===== config.mk =====
export PLATFORM = sky130hd
export DESIGN_NAME = acr_regs
export DESIGN_NICKNAME = d
export VERILOG_FILES = /design/src/core/acr_pkg.sv /design/src/core/acr_regs.sv
export SDC_FILE = /design/constraint.sdc
export NUM_CORES = 1
export LEC_CHECK = 0
export BUFFER_PORTS_ARGS = -buffer_cell sky130_fd_sc_hd__buf_4
export CAP_MARGIN = 20
export CORE_MARGIN = 2
export CORE_UTILIZATION = 52
export DETAILED_ROUTE_END_ITERATION = 8
export PLACE_DENSITY = 0.86
export SYNTH_ARGS = -nofsm -noshare
export SYNTH_HDL_FRONTEND = slang
export SYNTH_SLANG_ARGS = --single-unit

===== constraint.sdc =====
create_clock -name sys_clk_i -period 3 [get_ports sys_clk_i]
set_input_delay 0.15 -clock sys_clk_i [delete_from_list [all_inputs] [get_ports sys_clk_i]]
set_output_delay 0.15 -clock sys_clk_i [all_outputs]
set_load 0.01 [all_outputs]

===== src/core/acr_pkg.sv =====
// Function
// - Phase delay is ten-bit signed field at bits 15:6, reset zero.
// - Setup word bits 5:3 always read zero; writes cannot change them.
// - Bit 2 set disables the DC filter for that channel, else global setting.
// - Bits 1:0 select input: pins, shorted, positive test, negative test.
// - Offset bits 23:8 fill all of offset high register, reset zero.
// - Offset bits 7:0 sit in offset low 15:8; low byte reads zero.
// - Gain is unsigned 24 bits; bits 23:8 fill the gain high register.
// - Gain bits 7:0 sit in gain low 15:8; low byte resets and reads zero.
// - Gain high resets to 8000h; offset and gain low words reset to zero.
// - Channel three offset and gain words sit at 19h through 1Ch.
// - Channel four setup word at 1Dh, reset zero, same fields as channel three.
package acr_pkg;
	// ------------------------------------------------------------------
	// Register indices; byte address is four times the index
	// ------------------------------------------------------------------
	localparam logic [7:0] IDX_CHAN3_SETUP       = 8'h18;
	localparam logic [7:0] IDX_CHAN3_OFFSET_HIGH = 8'h19;
	localparam logic [7:0] IDX_CHAN3_OFFSET_LOW  = 8'h1A;
	localparam logic [7:0] IDX_CHAN3_GAIN_HIGH   = 8'h1B;
	localparam logic [7:0] IDX_CHAN3_GAIN_LOW    = 8'h1C;
	localparam logic [7:0] IDX_CHAN4_SETUP       = 8'h1D;
	localparam int         ADDR_LSB              = 2;
	localparam int         IDX_W                 = 8;

	// ------------------------------------------------------------------
	// Field layout
	// ------------------------------------------------------------------
	localparam int PHASE_MSB  = 15;
	localparam int PHASE_LSB  = 6;
	localparam int DCOFF_BIT  = 2;
	localparam int INSEL_MSB  = 1;
	localparam int INSEL_LSB  = 0;
	localparam int LOWB_MSB   = 15;
	localparam int LOWB_LSB   = 8;
	localparam logic [15:0] SETUP_MASK = 16'hFFC7;
	localparam logic [15:0] LOW_MASK   = 16'hFF00;

	// ------------------------------------------------------------------
	// Reset values
	// ------------------------------------------------------------------
	localparam logic [15:0] RST_SETUP     = 16'h0000;
	localparam logic [15:0] RST_OFF_HIGH  = 16'h0000;
	localparam logic [15:0] RST_OFF_LOW   = 16'h0000;
	localparam logic [15:0] RST_GAIN_HIGH = 16'h8000;
	localparam logic [15:0] RST_GAIN_LOW  = 16'h0000;

	// ------------------------------------------------------------------
	// Input select codes and AHB encodings
	// ------------------------------------------------------------------
	typedef enum logic [1:0] {
		ACR_IN_PINS    = 2'b00,
		ACR_IN_SHORTED = 2'b01,
		ACR_IN_TEST_P  = 2'b10,
		ACR_IN_TEST_N  = 2'b11
	} acr_insel_t;

	localparam logic [1:0]  HTRANS_NONSEQ = 2'b10;
	localparam logic [1:0]  HTRANS_SEQ    = 2'b11;
	localparam logic        HRESP_OKAY    = 1'b0;
	localparam logic [31:0] RDATA_ZERO    = 32'h0000_0000;
endpackage


===== src/core/acr_regs.sv =====
`timescale 1ns/100ps
module acr_regs
	import acr_pkg::*;
(
	input  wire logic        sys_clk_i,
	input  wire logic        rstn_i,
	input  wire logic        hsel_i,
	input  wire logic [31:0] haddr_i,
	input  wire logic [1:0]  htrans_i,
	input  wire logic        hwrite_i,
	input  wire logic [2:0]  hsize_i,
	input  wire logic [31:0] hwdata_i,
	input  wire logic        hready_i,
	output logic      [31:0] hrdata_o,
	output logic             hreadyout_o,
	output logic             hresp_o,
	output logic      [9:0]  chan3_phase_delay_o,
	output logic             chan3_dc_filter_off_o,
	output acr_insel_t       chan3_input_select_o,
	output logic      [23:0] chan3_offset_o,
	output logic      [23:0] chan3_gain_o,
	output logic      [9:0]  chan4_phase_delay_o,
	output logic             chan4_dc_filter_off_o,
	output acr_insel_t       chan4_input_select_o
);
	// ------------------------------------------------------------------
	// Storage; every register has its next value beside it
	// ------------------------------------------------------------------
	logic             wr_pend_reg;
	logic             wr_pend_next;
	logic [IDX_W-1:0] wr_idx_reg;
	logic [IDX_W-1:0] wr_idx_next;
	logic [31:0]      rdata_reg;
	logic [31:0]      rdata_next;
	logic [15:0]      chan3_setup_reg;
	logic [15:0]      chan3_setup_next;
	logic [15:0]      chan3_offset_high_reg;
	logic [15:0]      chan3_offset_high_next;
	logic [15:0]      chan3_offset_low_reg;
	logic [15:0]      chan3_offset_low_next;
	logic [15:0]      chan3_gain_high_reg;
	logic [15:0]      chan3_gain_high_next;
	logic [15:0]      chan3_gain_low_reg;
	logic [15:0]      chan3_gain_low_next;
	logic [15:0]      chan4_setup_reg;
	logic [15:0]      chan4_setup_next;

	// ------------------------------------------------------------------
	// Decode and field helpers
	// ------------------------------------------------------------------
	// Word index from the byte address; upper address bits are checked apart
	function automatic logic [IDX_W-1:0] word_idx(input logic [31:0] a);
		return a[ADDR_LSB +: IDX_W];
	endfunction

	// A write lands one cycle after its address phase, in the data phase
	function automatic logic write_hits(
		input logic             pend,
		input logic [IDX_W-1:0] idx,
		input logic [IDX_W-1:0] target
	);
		return pend & (idx == target);
	endfunction

	// Reserved setup bits are dropped on entry, so they can only read zero
	function automatic logic [15:0] setup_keep(input logic [15:0] w);
		return w & SETUP_MASK;
	endfunction

	// The low calibration words keep only their upper byte
	function automatic logic [15:0] low_keep(input logic [15:0] w);
		return w & LOW_MASK;
	endfunction

	// Field extraction, shared by both channels
	function automatic logic [9:0] phase_of(input logic [15:0] s);
		return s[PHASE_MSB:PHASE_LSB];
	endfunction

	function automatic logic filter_off_of(input logic [15:0] s);
		return s[DCOFF_BIT];
	endfunction

	function automatic acr_insel_t select_of(input logic [15:0] s);
		return acr_insel_t'(s[INSEL_MSB:INSEL_LSB]);
	endfunction

	// High word supplies bits 23:8, the low word's upper byte bits 7:0
	function automatic logic [23:0] join24(
		input logic [15:0] hi,
		input logic [15:0] lo
	);
		return {hi, lo[LOWB_MSB:LOWB_LSB]};
	endfunction

	// ------------------------------------------------------------------
	// Address phase decode
	// ------------------------------------------------------------------
	wire              addr_phase = hsel_i & hready_i & htrans_i[1];
	wire              rd_start   = addr_phase & ~hwrite_i;
	wire              wr_start   = addr_phase & hwrite_i;
	wire [IDX_W-1:0]  a_idx      = word_idx(haddr_i);
	wire              hi_clear   = (haddr_i[31:ADDR_LSB+IDX_W] == '0);

	// ------------------------------------------------------------------
	// Write decode; each strobe is live during one data phase only
	// ------------------------------------------------------------------
	// Only the low half of the write word carries data
	wire [15:0] wdat    = hwdata_i[15:0];
	wire        we_c3s  = write_hits(wr_pend_reg, wr_idx_reg, IDX_CHAN3_SETUP);
	wire        we_c3oh = write_hits(wr_pend_reg, wr_idx_reg, IDX_CHAN3_OFFSET_HIGH);
	wire        we_c3ol = write_hits(wr_pend_reg, wr_idx_reg, IDX_CHAN3_OFFSET_LOW);
	wire        we_c3gh = write_hits(wr_pend_reg, wr_idx_reg, IDX_CHAN3_GAIN_HIGH);
	wire        we_c3gl = write_hits(wr_pend_reg, wr_idx_reg, IDX_CHAN3_GAIN_LOW);
	wire        we_c4s  = write_hits(wr_pend_reg, wr_idx_reg, IDX_CHAN4_SETUP);

	// ------------------------------------------------------------------
	// Read mux; unmapped words read zero with OKAY
	// ------------------------------------------------------------------
	// A read taken in a write's data phase still sees the old word
	logic [15:0] rd_mux;
	always_comb
	begin
		rd_mux = 16'h0000;
		if (hi_clear)
		begin
			unique case (a_idx)
				IDX_CHAN3_SETUP:       rd_mux = chan3_setup_reg;
				IDX_CHAN3_OFFSET_HIGH: rd_mux = chan3_offset_high_reg;
				IDX_CHAN3_OFFSET_LOW:  rd_mux = chan3_offset_low_reg;
				IDX_CHAN3_GAIN_HIGH:   rd_mux = chan3_gain_high_reg;
				IDX_CHAN3_GAIN_LOW:    rd_mux = chan3_gain_low_reg;
				IDX_CHAN4_SETUP:       rd_mux = chan4_setup_reg;
				default:               rd_mux = 16'h0000;
			endcase
		end
	end

	// ------------------------------------------------------------------
	// Next values
	// ------------------------------------------------------------------
	// Out-of-range write is never marked pending, so it cannot alias a register
	assign wr_pend_next           = wr_start & hi_clear;
	assign wr_idx_next            = wr_start ? a_idx : wr_idx_reg;
	assign rdata_next             = rd_start ? {16'h0000, rd_mux} : rdata_reg;
	assign chan3_setup_next       = we_c3s ? setup_keep(wdat) : chan3_setup_reg;
	assign chan3_offset_high_next = we_c3oh ? wdat : chan3_offset_high_reg;
	assign chan3_offset_low_next  = we_c3ol ? low_keep(wdat) : chan3_offset_low_reg;
	assign chan3_gain_high_next   = we_c3gh ? wdat : chan3_gain_high_reg;
	assign chan3_gain_low_next    = we_c3gl ? low_keep(wdat) : chan3_gain_low_reg;
	assign chan4_setup_next       = we_c4s ? setup_keep(wdat) : chan4_setup_reg;

	// ------------------------------------------------------------------
	// Bus state
	// ------------------------------------------------------------------
	// hsize is not decoded: every access is taken as a whole word
	always_ff @(posedge sys_clk_i)
	begin
		if (!rstn_i)
		begin
			wr_pend_reg <= 1'b0;
		end
		else
		begin
			wr_pend_reg <= wr_pend_next;
		end
	end

	always_ff @(posedge sys_clk_i)
	begin
		if (!rstn_i)
		begin
			wr_idx_reg <= '0;
		end
		else
		begin
			wr_idx_reg <= wr_idx_next;
		end
	end

	always_ff @(posedge sys_clk_i)
	begin
		if (!rstn_i)
		begin
			rdata_reg <= RDATA_ZERO;
		end
		else
		begin
			rdata_reg <= rdata_next;
		end
	end

	// ------------------------------------------------------------------
	// Register bank; reset values come from the package
	// ------------------------------------------------------------------
	always_ff @(posedge sys_clk_i)
	begin
		if (!rstn_i)
		begin
			chan3_setup_reg <= RST_SETUP;
		end
		else
		begin
			chan3_setup_reg <= chan3_setup_next;
		end
	end

	always_ff @(posedge sys_clk_i)
	begin
		if (!rstn_i)
		begin
			chan3_offset_high_reg <= RST_OFF_HIGH;
		end
		else
		begin
			chan3_offset_high_reg <= chan3_offset_high_next;
		end
	end

	always_ff @(posedge sys_clk_i)
	begin
		if (!rstn_i)
		begin
			chan3_offset_low_reg <= RST_OFF_LOW;
		end
		else
		begin
			chan3_offset_low_reg <= chan3_offset_low_next;
		end
	end

	always_ff @(posedge sys_clk_i)
	begin
		if (!rstn_i)
		begin
			chan3_gain_high_reg <= RST_GAIN_HIGH;
		end
		else
		begin
			chan3_gain_high_reg <= chan3_gain_high_next;
		end
	end

	always_ff @(posedge sys_clk_i)
	begin
		if (!rstn_i)
		begin
			chan3_gain_low_reg <= RST_GAIN_LOW;
		end
		else
		begin
			chan3_gain_low_reg <= chan3_gain_low_next;
		end
	end

	always_ff @(posedge sys_clk_i)
	begin
		if (!rstn_i)
		begin
			chan4_setup_reg <= RST_SETUP;
		end
		else
		begin
			chan4_setup_reg <= chan4_setup_next;
		end
	end

	// ------------------------------------------------------------------
	// Bus response
	// ------------------------------------------------------------------
	// Zero wait states: every transfer finishes in its first data phase
	assign hreadyout_o = 1'b1;
	assign hresp_o     = HRESP_OKAY;
	// Upper half of the read word is always zero
	assign hrdata_o    = rdata_reg;

	// ------------------------------------------------------------------
	// Channel three controls and calibration
	// ------------------------------------------------------------------
	// Halves of a 24-bit value change on separate writes; no atomic update
	assign chan3_phase_delay_o   = phase_of(chan3_setup_reg);
	assign chan3_dc_filter_off_o = filter_off_of(chan3_setup_reg);
	assign chan3_input_select_o  = select_of(chan3_setup_reg);
	assign chan3_offset_o        = join24(chan3_offset_high_reg, chan3_offset_low_reg);
	assign chan3_gain_o          = join24(chan3_gain_high_reg, chan3_gain_low_reg);

	// ------------------------------------------------------------------
	// Channel four controls
	// ------------------------------------------------------------------
	assign chan4_phase_delay_o   = phase_of(chan4_setup_reg);
	assign chan4_dc_filter_off_o = filter_off_of(chan4_setup_reg);
	assign chan4_input_select_o  = select_of(chan4_setup_reg);
endmodule // acr_regs


# Word level (Yosys, flattened, before mapping)

Index checks and enable logic that the tools add are counted.

Equality and inequality tests: 12
Mux-type cells: 2
Bitwise gates (word level): 12
Reduce and logical (&&, ||, !) cells: 1

Operator list:

| operator             | count |
|---|---|
| $eq A8 B5 Y1 const B | 12 |
| $pmux W16 S6         | 1 |
| $logic_not A22 Y1    | 1 |
| $mux W16             | 1 |
| $and A1 B1 Y1        | 11 |
| $not A1 Y1           | 1 |

Bits in registers: 99
Input port bits: 74

# Depth between registers and ports, before layout

Gate-level depths: netlist of the first run.

Word-level depth: 4
Mapped depth: 7
Gate-level depth less buffers: 4

# Worst setup path after synthesis of the first run

No wires, ideal clock.

Path type: flip-flop to flip-flop
From: register wr_idx_reg[5]
To: register chan4_setup_reg[10]
Setup time: 128 ps
Data arrival time: 1331 ps
Path slack: 1542 ps
Cell stages (with the launch flop): 7
Period minus slack after synthesis: 1458 ps
Cells stage by stage: dfxtp_1 -> and4bb_2 -> buf_4 -> nand4_1 -> buf_4 -> mux2i_1 -> nor2_1

Cells in the longest elaborated chain, start to end: 2

RTL lines:

| item                   | line            | text |
|---|---|---|
| from (decl)            | acr_regs.sv:31  | `logic [IDX_W-1:0] wr_idx_reg;` |
| from (signal assigned) | acr_regs.sv:177 | `wr_idx_reg <= wr_idx_next;` |
| $eq A8 B5 Y1           | acr_regs.sv:62  | `return pend & (idx == target);` |
| $and A1 B1 Y1          | acr_regs.sv:62  |  |
| to (signal assigned)   | acr_regs.sv:264 | `chan4_setup_reg <= chan4_setup_next;` |
| to (decl)              | acr_regs.sv:45  | `logic [15:0] chan4_setup_reg;` |

No other way between the ends.
A chain may end at the register's enable or synchronous reset.

# Worst setup path in the final report of the first run

From: register wr_pend_reg
To: register chan3_setup_reg[8]

Cells in the longest elaborated chain, start to end: 1

RTL lines:

| item                   | line            | text |
|---|---|---|
| from (decl)            | acr_regs.sv:29  | `logic wr_pend_reg;` |
| from (signal assigned) | acr_regs.sv:165 | `wr_pend_reg <= wr_pend_next;` |
| $and A1 B1 Y1          | acr_regs.sv:62  |  |
| to (signal assigned)   | acr_regs.sv:204 | `chan3_setup_reg <= chan3_setup_next;` |
| to (decl)              | acr_regs.sv:35  | `logic [15:0] chan3_setup_reg;` |

No other way between the ends.

==> impl_table.tex, run 1 <==
\begin{tabular}{lr}
\hline
Metric & Value \\
\hline
\multicolumn{2}{l}{\textbf{Outcome}} \\
\quad Outcome & complete, no violations \\
\multicolumn{2}{l}{\textbf{Floorplanning}} \\
\quad Number of core rows & 33 \\
\quad Top-Level Pins & 182 \\
\quad Floorplan Core Area & 0.00822 mm2 \\
\quad Vert. Die Dim & 96.1 um \\
\quad DIE AREA & 0.00923 mm2 \\
\quad Initial cell density of the core & 53.6\% \\
\quad Chip Width & 96.1 um \\
\multicolumn{2}{l}{\textbf{Cells and area}} \\
\quad Most common cell after layout, fill and taps aside & sky130\_fd\_sc\_hd\_\_buf\_4 \\
\quad P\&R area growth vs syn & 27.8\% \\
\quad Share of final-layout standard cells stronger than drive strength 1 & 26.7\% \\
\quad Antenna diode count & 0 \\
\quad Layout filler cell count & 671 \\
\quad Non-filler instance count after layout & 748 \\
\quad Final-stage net count & 713 \\
\quad Commonest cells after routing, fill and taps aside & sky130\_fd\_sc\_hd\_\_buf\_4, sky130\_fd\_sc\_hd\_\_nand2\_1, sky130\_fd\_sc\_hd\_\_dfxtp\_1 \\
\multicolumn{2}{l}{\textbf{Synth}} \\
\quad Sequential fraction of the synthesis area & 45.0\% \\
\quad Mean cell area of the mapped netlist & 8.49 um2 \\
\quad Area of the mapped netlist & 0.00441 mm2 \\
\quad Synth unique cells & 43 \\
\quad Predominant post-synthesis flop cell & sky130\_fd\_sc\_hd\_\_dfxtp\_1 \\
\quad Number of synthesized register bits & 99 \\
\quad Number of cells produced by synthesis & 519 \\
\quad YS warnings & 0 \\
\quad Async set-or-reset flop fraction in the synthesized netlist & 0\% \\
\quad Post-synth EDFFs & 0 \\
\multicolumn{2}{l}{\textbf{Worst setup path}} \\
\quad Number of buffer and inverter stages on the critical path & 0 \\
\quad CP Launch Type & flop \\
\quad Endpoint class of the critical path & flop \\
\quad Standard cell with the maximum stage delay on the critical path & sky130\_fd\_sc\_hd\_\_nand4b\_1 \\
\quad CP arrival & 2.25 ns \\
\quad Gate family responsible for the most delay along the worst path & simple AND/OR/NAND/NOR gates \\
\quad Largest fanout on the critical path & 13 \\
\quad Classification of the worst setup path & reg -> reg \\
\quad Delay of the slowest cell on the worst path & 0.71 ns \\
\quad List of cells traversed by the critical path & nor2b\_1, nand4b\_1, nand2\_1, a21oi\_1 \\
\quad Worst Path Required & 3.22 ns \\
\multicolumn{2}{l}{\textbf{Clock network}} \\
\quad H-tree Lvls & 3 \\
\quad TritonCTS buffer count & 9 \\
\quad Buffer levels on the longest clock path & 2 \\
\quad Clock slew at the register clock pins of the worst setup and hold paths & 0.10 ns \\
\quad TritonCTS clock tree & yes \\
\quad Post-CTS Setup Repair Bufs & 0 \\
\quad CTS Sinks & 99 \\
\quad Hold bufs inserted after CTS & 0 \\
\quad Resize count post-CTS & 0 \\
\quad Root buffer cell & sky130\_fd\_sc\_hd\_\_clkbuf\_8 \\
\quad Clk\_lat worst skew & 0.36 ns \\
\multicolumn{2}{l}{\textbf{Route}} \\
\quad First-pass iteration count of the detailed router & 5 \\
\quad Post-route antenna net violation count & 0 \\
\quad Total wirelength of the detailed-routed design & 12,800 um \\
\quad Average wire length per cell after detail routing & 17.1 um \\
\quad Remaining design rule violation count & 0 \\
\quad DR vias/cell & 5.65 \\
\quad Via count of the routed design & 4,228 \\
\quad Drt initial violations & 293 \\
\multicolumn{2}{l}{\textbf{STA}} \\
\quad Tightest slew margin relative to the limit & 48.0\% \\
\quad Clock period minus final worst setup slack & 2.03 ns \\
\quad Worst slew pin tran & 0.780 ns \\
\quad RSZ-0062 raised after global routing & false \\
\quad Tcrit/Tclk final & 67.6\% \\
\quad Final Setup Violations & 0 \\
\quad WHS & 0.0449 ns \\
\quad Number of hold-slack violations in the final timing report & 0 \\
\quad Worst clock skew on the final layout & 0.0109 ns \\
\quad Max Fclk & 493 MHz \\
\quad Final Max Tran Viols & 0 \\
\quad Sum Neg Setup Slack & 0 ns \\
\multicolumn{2}{l}{\textbf{GRT}} \\
\quad Initial antenna violation count & 0 \\
\quad GR Util All Layers & 27.1\% \\
\quad Global-route wire length before repair & 19,100 um \\
\quad Via count of the first global-routing pass & 3,880 \\
\quad Maximum number of pins on one net before global-route repair & 68 \\
\quad Total global routing overflow & 0 \\
\multicolumn{2}{l}{\textbf{Place}} \\
\quad Global placer's final weighted congestion & 0.831 \\
\quad Placed Instances & 733 \\
\quad Detailed placement HPWL & 9010 um \\
\quad Number of port buffers & 141 \\
\multicolumn{2}{l}{\textbf{Pwr}} \\
\quad Power per Cell Area & 433 mW/mm2 \\
\quad Max VDD drop & 0.274 mV \\
\quad Leakage & 2.52 nW \\
\quad Total design power & 0.00244 W \\
\multicolumn{2}{l}{\textbf{Min path}} \\
\quad Kind of path behind the tightest hold check & in -> reg \\
\multicolumn{2}{l}{\textbf{Flow run}} \\
\quad Max-cap violations & 0 \\
\hline
\end{tabular}
-- per-layer routing --
layer,track usage (%),routed length (um)
met1,35.1,5240
met2,44.7,5940
met3,5.72,1340
met4,9.29,244
met5,0,0
-- worst paths after layout --
kind / start / endpoint / slack [ns] / cells after the start
worst max-delay path: wr_pend_reg$_SDFF_PN0_ / chan3_setup_reg[8]$_SDFFE_PN0P_ / 0.97 / 4
worst min-delay path: hwdata_i[5] / chan3_offset_high_reg[5]$_SDFFE_PN0P_ / 0.04 / 3
worst max register to register: wr_pend_reg$_SDFF_PN0_ / chan3_setup_reg[8]$_SDFFE_PN0P_ / 0.97 / 4
worst min register to register: wr_idx_reg[7]$_SDFFE_PN0P_ / wr_idx_reg[7]$_SDFFE_PN0P_ / 0.46 / 2
-- through the flow --
step	instance area, um2	util [%]	setup WS [ns]
final	5630	68.5	0.972
after global routing	5630	68.5	0.822
after CTS	5630	68.5	1.02
after detailed placement	5410	65.8	1.05
after global placement	5410	65.8	1.19
after floorplan	4470	-	1.54
-- synth_stat cells (all sizes together), types with 5 or more instances --
library cell	instances	share of area, %
a21oi	39	4.4
buf	31	4.6
clkbuf	22	1.9
dfxtp	99	45
inv	8	0.68
mux2i	52	12
nand2	108	9.2
nand3	17	1.9
nand4	7	1.6
nor2	39	3.3
o21ai	30	3.4
o22ai	5	0.71
-- logic make-up after synthesis --
| kind of cell | count (synthesis) | share of synthesized area [%] |
|---|---|---|
| multiplexers | 56 | 12.8 |
| flip-flops | 99 | 45.0 |
| buffers and inverters | 62 | 7.27 |
| AO/OA/AOI/OAI | 98 | 13.1 |
| other | 2 | 0.170 |
| AND/OR/NAND/NOR | 202 | 21.7 |
-- worst min-delay path, cell delays in order --
cell	delay (ns)
sky130_fd_sc_hd__buf_4	0.11
sky130_fd_sc_hd__nand2_1	0.05
sky130_fd_sc_hd__a21oi_1	0.05
-- final cells by class --
| class | count | area, um2 | share of cell area [%] |
|---|---|---|---|
| Multi-Input combinational cell | 374 | 2160 | 38.4 |
| Sequential cell | 99 | 1980 | 35.2 |
| Timing Repair Buffer | 146 | 1100 | 19.5 |
| Clock buffer | 10 | 138 | 2.44 |
| Tap cell | 105 | 131 | 2.33 |
| Clock inverter | 5 | 85.1 | 1.51 |
| Inverter | 9 | 33.8 | 0.600 |
-- power by group --
part           switching [W]  internal (W)
combinational       0.000102     0.0000636
sequential        0.00000199       0.00132
clock               0.000463      0.000494
total               0.000567       0.00187
Power figures use the tool's default switching activity.
==> inputs of run 2 (changes only) <==
--- a/config.mk
+++ b/config.mk
@@ -8,9 +8,9 @@
 export BUFFER_PORTS_ARGS = -buffer_cell sky130_fd_sc_hd__buf_4
 export CAP_MARGIN = 20
 export CORE_MARGIN = 2
-export CORE_UTILIZATION = 52
+export CORE_UTILIZATION = 43
 export DETAILED_ROUTE_END_ITERATION = 8
-export PLACE_DENSITY = 0.86
+export PLACE_DENSITY = 0.76
 export SYNTH_ARGS = -nofsm -noshare
 export SYNTH_HDL_FRONTEND = slang
 export SYNTH_SLANG_ARGS = --single-unit
==> constraint.sdc (replaced) <==
create_clock -name sys_clk_i -period 1.6 [get_ports sys_clk_i]
set_input_delay 0.08 -clock sys_clk_i [delete_from_list [all_inputs] [get_ports sys_clk_i]]
set_output_delay 0.08 -clock sys_clk_i [all_outputs]
set_load 0.01 [all_outputs]
==> impl_table.tex, run 2 (same netlist as run 1, synthesis figures left out) <==
\begin{tabular}{lr}
\hline
Metric & Value \\
\hline
\multicolumn{2}{l}{\textbf{Floorplanning}} \\
\quad Initial cell density of the core & 44.7\% (-9.0 points) \\
\quad Vert. Die Dim & 105 um (+9.6\%) \\
\quad DIE AREA & 0.0111 mm2 (+20\%) \\
\quad Floorplan Core Area & 0.00986 mm2 (+20\%) \\
\quad Number of core rows & 36 (+9.1\%) \\
\quad Chip Width & 105 um (+9.6\%) \\
\quad Top-Level Pins & 182 (unchanged) \\
\multicolumn{2}{l}{\textbf{Route}} \\
\quad Remaining design rule violation count & 0 (unchanged) \\
\quad First-pass iteration count of the detailed router & 5 (unchanged) \\
\quad Total wirelength of the detailed-routed design & 13,500 um (+6.1\%) \\
\quad DR vias/cell & 5.25 (-7.2\%) \\
\quad Via count of the routed design & 4,277 (+1.2\%) \\
\quad Average wire length per cell after detail routing & 16.6 um (-2.7\%) \\
\quad Post-route antenna net violation count & 0 (unchanged) \\
\quad Drt initial violations & 303 (+3.4\%) \\
\multicolumn{2}{l}{\textbf{STA}} \\
\quad Setup slack after layout & 0.102 ns (-0.870 ns) \\
\quad WHS & 0.00351 ns (-0.0414 ns) \\
\quad Final Max Tran Viols & 0 (unchanged) \\
\quad RSZ-0062 raised after global routing & false \\
\quad Clock period minus final worst setup slack & 1.50 ns (-0.530 ns) \\
\quad Final Setup Violations & 0 (unchanged) \\
\quad Worst slew pin tran & 0.599 ns (-0.181 ns) \\
\quad Max Fclk & 667 MHz (+35\%) \\
\quad Tcrit/Tclk final & 93.6\% (+26 points) \\
\quad Worst clock skew on the final layout & 0.0148 ns (+0.00396 ns) \\
\quad Number of hold-slack violations in the final timing report & 0 (unchanged) \\
\quad Sum Neg Setup Slack & 0 ns (unchanged) \\
\quad Tightest slew margin relative to the limit & 60.0\% (+12 points) \\
\multicolumn{2}{l}{\textbf{Min path}} \\
\quad Kind of path behind the tightest hold check & in -> reg \\
\multicolumn{2}{l}{\textbf{Place}} \\
\quad Worst slack after detailed placement & 0.0539 ns (-0.995 ns) \\
\quad Detailed placement HPWL & 9840 um (+9.3\%) \\
\quad Placed standard-cell area & 0.00559 mm2 (+3.4\%) \\
\quad Global placer's final weighted congestion & 0.866 (+4.2\%) \\
\quad Number of port buffers & 141 (unchanged) \\
\quad Placed Instances & 776 (+5.9\%) \\
\multicolumn{2}{l}{\textbf{Worst setup path}} \\
\quad Worst Path Required & 1.90 ns (-1.32 ns) \\
\quad CP arrival & 1.80 ns (-0.45 ns) \\
\quad CP Launch Type & flop \\
\quad List of cells traversed by the critical path & and4bb\_2, and4b\_1, buf\_12, nand2\_1, a21oi\_1 \\
\quad Standard cell with the maximum stage delay on the critical path & sky130\_fd\_sc\_hd\_\_and4bb\_2 \\
\quad Number of buffer and inverter stages on the critical path & 1 (+1) \\
\quad Endpoint class of the critical path & flop \\
\quad Largest fanout on the critical path & 14 (+1) \\
\quad Delay of the slowest cell on the worst path & 0.41 ns (-0.30 ns) \\
\quad Classification of the worst setup path & reg -> reg \\
\quad Worst-case register-to-register setup slack & 0.10 ns (-0.87 ns) \\
\quad Gate family responsible for the most delay along the worst path & simple AND/OR/NAND/NOR gates \\
\multicolumn{2}{l}{\textbf{GRT}} \\
\quad Initial antenna violation count & 0 (unchanged) \\
\quad Total global routing overflow & 0 (unchanged) \\
\quad Global-route wire length before repair & 21,600 um (+13\%) \\
\quad Via count of the first global-routing pass & 4,213 (+8.6\%) \\
\quad Maximum number of pins on one net before global-route repair & 55 (-19\%) \\
\quad GR Util All Layers & 24.6\% (-2.5 points) \\
\multicolumn{2}{l}{\textbf{Cells and area}} \\
\quad Share of final-layout standard cells stronger than drive strength 1 & 28.2\% (+1.4 points) \\
\quad Layout filler cell count & 870 (+30\%) \\
\quad Non-filler instance count after layout & 815 (+9.0\%) \\
\quad Finished Cell Area & 0.00600 mm2 (+6.6\%) \\
\quad Final-stage net count & 751 (+5.3\%) \\
\quad Antenna diode count & 0 (unchanged) \\
\quad Most common cell after layout, fill and taps aside & sky130\_fd\_sc\_hd\_\_buf\_4 \\
\quad Commonest cells after routing, fill and taps aside & sky130\_fd\_sc\_hd\_\_buf\_4, sky130\_fd\_sc\_hd\_\_nand2\_1, sky130\_fd\_sc\_hd\_\_dfxtp\_1 \\
\quad P\&R area growth vs syn & 36.3\% \\
\multicolumn{2}{l}{\textbf{Clock network}} \\
\quad TritonCTS buffer count & 9 (unchanged) \\
\quad CTS Sinks & 99 (unchanged) \\
\quad H-tree Lvls & 3 (unchanged) \\
\quad TritonCTS clock tree & yes \\
\quad Clock slew at the register clock pins of the worst setup and hold paths & 0.10 ns (about the same) \\
\quad Root buffer cell & sky130\_fd\_sc\_hd\_\_clkbuf\_8 \\
\quad Buffer levels on the longest clock path & 2 (unchanged) \\
\quad Clk\_lat worst skew & 0.37 ns (about the same) \\
\multicolumn{2}{l}{\textbf{Pwr}} \\
\quad Max VDD drop & 0.517 mV (+88\%) \\
\quad Power per Cell Area & 720 mW/mm2 (+66\%) \\
\quad Clock network power share & 34.2\% (-5.0 points) \\
\quad Portion of total power attributed to combinational logic & 8.7\% (+1.9 points) \\
\quad Fraction of power spent switching nets & 25.8\% (+2.6 points) \\
\quad Sequential power share & 57.1\% (+3.1 points) \\
\quad Internal power & 0.00321 W (+71\%) \\
\quad Leakage & 2.69 nW (+6.7\%) \\
\quad Total net switching power & 0.00112 W (+97\%) \\
\multicolumn{2}{l}{\textbf{Outcome}} \\
\quad Outcome & complete, no violations \\
\multicolumn{2}{l}{\textbf{Flow run}} \\
\quad Max-cap violations & 0 (unchanged) \\
\hline
\end{tabular}
[run 2: cell count changes in the layout (fill, tap and decap cells not counted), moves of 2 or more]
cell / before / now
sky130_fd_sc_hd__dlygate4sd3_1: 0 / 21
sky130_fd_sc_hd__buf_4: 146 / 160
sky130_fd_sc_hd__buf_12: 0 / 3
sky130_fd_sc_hd__bufinv_16: 2 / 0
sky130_fd_sc_hd__clkinv_2: 0 / 2
sky130_fd_sc_hd__clkinvlp_4: 1 / 3
[run 2: worst register-to-register path, cell delays in order (launching register included)]
cell and delay, ns:
sky130_fd_sc_hd__dfxtp_1 0.32, sky130_fd_sc_hd__and4bb_2 0.41, sky130_fd_sc_hd__and4b_1 0.32, sky130_fd_sc_hd__buf_12 0.18
sky130_fd_sc_hd__nand2_1 0.06, sky130_fd_sc_hd__a21oi_1 0.15
[run 2: path summary, 6_finish.rpt]
kind | start | to | cells after the start
min | hwdata_i[10] | chan3_offset_high_reg[10]$_SDFFE_PN0P_ | 3
min reg2reg | wr_idx_reg[6]$_SDFFE_PN0P_ | wr_idx_reg[6]$_SDFFE_PN0P_ | 2
max | wr_idx_reg[5]$_SDFFE_PN0P_ | chan3_offset_high_reg[2]$_SDFFE_PN0P_ | 5
max reg2reg | wr_idx_reg[5]$_SDFFE_PN0P_ | chan3_offset_high_reg[2]$_SDFFE_PN0P_ | 5
[run 2: power groups by stage]
stage	logic (W)	registers (W)	clock network, W
after global routing	0.000403	0.00247	0.00160
after global placement	0.000320	0.00253	0
final	0.000375	0.00247	0.00148
after floorplan	0.000182	0.00253	0
after detailed placement	0.000328	0.00253	0
after CTS	0.000367	0.00247	0.00149
[run 2: what timing repair did]
item	4_1_cts	5_1_grt
setup endpoints to repair	0	10
hold buffers	20	1
setup buffers	0	2
resized for setup	0	2
endpoints found under the hold margin	50	1
[run 2: per-layer routing]
metal | wire, um | global-route usage [%]
met2 | 6330 | 41.4
met4 | 194 | 8.10
met1 | 5810 | 32.2
met3 | 1200 | 3.96
met5 | 0 | 0
[run 2: through the flow]
stage,utilization (%),power (W)
after global routing,60.9,0.00448
after CTS,60.5,0.00432
after floorplan,-,0.00271
final,60.9,0.00432
after detailed placement,56.7,0.00286
after global placement,56.7,0.00285
[run 2: layout make-up]
type / instances / area, um2 / share of cell area [%]
clock inverters: 7 / 52.6 / 0.875
inverters: 9 / 33.8 / 0.563
flip-flops and latches: 99 / 1980 / 33.0
clock buffers: 9 / 124 / 2.06
multi-input cells: 374 / 2170 / 36.2
repair buffers: 184 / 1470 / 24.5
well taps: 133 / 166 / 2.77
==> inputs of run 3 (changes only) <==
--- a/config.mk
+++ b/config.mk
@@ -10,7 +10,7 @@
 export CORE_MARGIN = 2
 export CORE_UTILIZATION = 43
 export DETAILED_ROUTE_END_ITERATION = 8
-export PLACE_DENSITY = 0.76
+export PLACE_DENSITY = 0.77
 export SYNTH_ARGS = -nofsm -noshare
 export SYNTH_HDL_FRONTEND = slang
 export SYNTH_SLANG_ARGS = --single-unit
==> impl_table.tex, run 3 (same netlist as run 1, synthesis figures left out) <==
\begin{tabular}{lr}
\hline
Metric & Value \\
\hline
\multicolumn{2}{l}{\textbf{STA}} \\
\quad Tcrit/Tclk final & 94.9\% (+1.3 points) \\
\quad WHS & 0.0112 ns (+0.00771 ns) \\
\quad Clock period minus final worst setup slack & 1.52 ns (+0.0202 ns) \\
\quad RSZ-0062 raised after global routing & false \\
\quad Max Fclk & 659 MHz (-1.3\%) \\
\quad Worst clock skew on the final layout & 0.0162 ns (+0.00138 ns) \\
\quad Tightest slew margin relative to the limit & 62.0\% (+2.0 points) \\
\quad Number of hold-slack violations in the final timing report & 0 (unchanged) \\
\quad Final Max Tran Viols & 0 (unchanged) \\
\quad Sum Neg Setup Slack & 0 ns (unchanged) \\
\quad Final Setup Violations & 0 (unchanged) \\
\quad Worst slew pin tran & 0.569 ns (-0.0301 ns) \\
\multicolumn{2}{l}{\textbf{Clock network}} \\
\quad H-tree Lvls & 3 (unchanged) \\
\quad TritonCTS clock tree & yes \\
\quad Clk\_lat worst skew & 0.37 ns (about the same) \\
\quad TritonCTS buffer count & 9 (unchanged) \\
\quad CTS Sinks & 99 (unchanged) \\
\quad Buffer levels on the longest clock path & 2 (unchanged) \\
\quad Clock slew at the register clock pins of the worst setup and hold paths & 0.10 ns (about the same) \\
\quad Root buffer cell & sky130\_fd\_sc\_hd\_\_clkbuf\_8 \\
\multicolumn{2}{l}{\textbf{Cells and area}} \\
\quad Final core utilization & 61.3\% (+0.44 points) \\
\quad Share of final-layout standard cells stronger than drive strength 1 & 27.6\% (-0.51 points) \\
\quad Final-stage net count & 749 (-0.27\%) \\
\quad Most common cell after layout, fill and taps aside & sky130\_fd\_sc\_hd\_\_buf\_4 \\
\quad P\&R area growth vs syn & 37.3\% \\
\quad Antenna diode count & 0 (unchanged) \\
\quad Commonest cells after routing, fill and taps aside & sky130\_fd\_sc\_hd\_\_buf\_4, sky130\_fd\_sc\_hd\_\_nand2\_1, sky130\_fd\_sc\_hd\_\_dfxtp\_1 \\
\quad Non-filler instance count after layout & 813 (-0.25\%) \\
\multicolumn{2}{l}{\textbf{Route}} \\
\quad Detailed-route wire length on metal 1 & 5940 um (+2.2\%) \\
\quad Routed length on met2 & 6540 um (+3.2\%) \\
\quad Remaining design rule violation count & 0 (unchanged) \\
\quad Post-route antenna net violation count & 0 (unchanged) \\
\quad Drt initial violations & 255 (-16\%) \\
\quad First-pass iteration count of the detailed router & 4 (-1) \\
\quad Detail Route met3 WL & 1030 um (-14\%) \\
\quad Total wirelength of the detailed-routed design & 13,700 um (+1.3\%) \\
\quad Top sig layer & met4 \\
\quad DR vias/cell & 5.30 (+1.0\%) \\
\quad Average wire length per cell after detail routing & 16.9 um (+1.5\%) \\
\quad Via count of the routed design & 4,310 (+0.77\%) \\
\multicolumn{2}{l}{\textbf{GRT}} \\
\quad Maximum number of pins on one net before global-route repair & 68 (+24\%) \\
\quad Global-route wire length before repair & 21,400 um (-0.93\%) \\
\quad GR Util All Layers & 24.4\% (-0.27 points) \\
\quad Initial antenna violation count & 0 (unchanged) \\
\quad Total global routing overflow & 0 (unchanged) \\
\quad Via count of the first global-routing pass & 4,093 (-2.8\%) \\
\multicolumn{2}{l}{\textbf{Outcome}} \\
\quad Outcome & complete, no violations \\
\multicolumn{2}{l}{\textbf{Place}} \\
\quad Number of port buffers & 141 (unchanged) \\
\quad Detailed placement HPWL & 9810 um (-0.40\%) \\
\quad Global placer's final weighted congestion & 0.851 (-1.8\%) \\
\quad Placed Instances & 777 (+0.13\%) \\
\multicolumn{2}{l}{\textbf{Worst setup path}} \\
\quad List of cells traversed by the critical path & and4bb\_4, nand4\_1, buf\_12, mux2i\_1, nand2\_1 \\
\quad Largest fanout on the critical path & 31 (+17) \\
\quad Number of buffer and inverter stages on the critical path & 1 (unchanged) \\
\quad Worst Path Required & 1.84 ns (-0.06 ns) \\
\quad Classification of the worst setup path & reg -> reg \\
\quad CP Launch Type & flop \\
\quad Gate family responsible for the most delay along the worst path & simple AND/OR/NAND/NOR gates \\
\quad Delay of the slowest cell on the worst path & 0.41 ns (about the same) \\
\quad CP arrival & 1.76 ns (-0.04 ns) \\
\quad Endpoint class of the critical path & flop \\
\quad Standard cell with the maximum stage delay on the critical path & sky130\_fd\_sc\_hd\_\_and4bb\_4 \\
\multicolumn{2}{l}{\textbf{Floorplanning}} \\
\quad Floorplan Core Area & 0.00986 mm2 (unchanged) \\
\quad DIE AREA & 0.0111 mm2 (unchanged) \\
\quad Chip Width & 105 um (unchanged) \\
\quad Number of core rows & 36 (unchanged) \\
\quad Vert. Die Dim & 105 um (unchanged) \\
\quad Initial cell density of the core & 44.7\% (unchanged) \\
\quad Top-Level Pins & 182 (unchanged) \\
\multicolumn{2}{l}{\textbf{Pwr}} \\
\quad Power per Cell Area & 793 mW/mm2 (+10\%) \\
\quad Total design power & 0.00480 W (+11\%) \\
\quad Max VDD drop & 0.465 mV (-10\%) \\
\quad Leakage & 2.73 nW (+1.3\%) \\
\multicolumn{2}{l}{\textbf{Flow run}} \\
\quad Max-cap violations & 0 (unchanged) \\
\multicolumn{2}{l}{\textbf{Min path}} \\
\quad Kind of path behind the tightest hold check & in -> reg \\
\hline
\end{tabular}
## run 3: worst paths after layout
kind / endpoint / cells after the start / startpoint / slack (ns)
min reg2reg: hrdata_o[4]$_SDFFE_PN0P_ / 2 / hrdata_o[4]$_SDFFE_PN0P_ / 0.47
max: chan3_gain_high_reg[15]$_SDFFE_PN1P_ / 5 / wr_idx_reg[5]$_SDFFE_PN0P_ / 0.08
min: wr_pend_reg$_SDFF_PN0_ / 4 / haddr_i[14] / 0.01
max reg2reg: chan3_gain_high_reg[15]$_SDFFE_PN1P_ / 5 / wr_idx_reg[5]$_SDFFE_PN0P_ / 0.08
## run 3: area by class of cell
cell class              instances  area (um2)
well taps                     133         166
clock inverters                 5         108
repair buffers                182        1440
multi-input cells             374        2190
clock buffers                  11         131
inverters                       9        33.8
fillers                       846        3820
flip-flops and latches         99        1980
## run 3: repair_timing
| item | CTS | global route |
|---|---|---|
| endpoints found under the hold margin | 52 | 0 |
| resized for setup | 0 | 3 |
| buffers inserted | 0 | 0 |
| hold buffers | 20 | 0 |
| setup endpoints to repair | 0 | 11 |
## run 3: power breakdown
| part | switching, W | internal, W | total (W) |
|---|---|---|---|
| registers | 0.00000412 | 0.00247 | 0.00247 |
| logic | 0.000208 | 0.000169 | 0.000377 |
| clock network | 0.000897 | 0.00105 | 0.00195 |
| total | 0.00111 | 0.00369 | 0.00480 |
## run 3: worst min-delay path: stages
cell and delay [ns]:
sky130_fd_sc_hd__buf_4 0.09, sky130_fd_sc_hd__nor3_4 0.05, sky130_fd_sc_hd__nand2_1 0.07, sky130_fd_sc_hd__nor3_1 0.05
## run 3: metal layers
| metal | track usage, % | vias up |
|---|---|---|
| li1 | - | 2077 |
| met1 | 31.3 | 2038 |
| met2 | 40.7 | 179 |
| met3 | 5.32 | 16 |
| met4 | 7.81 | 0 |
| met5 | 0 | - |
## run 3: through the flow
stage               area, um2  setup slack (ns)
detailed placement       5590            0.0491
global placement         5590             0.104
global route             6050           0.00333
finish                   6050            0.0814
floorplan                4470             0.142
CTS                      6030            0.0305
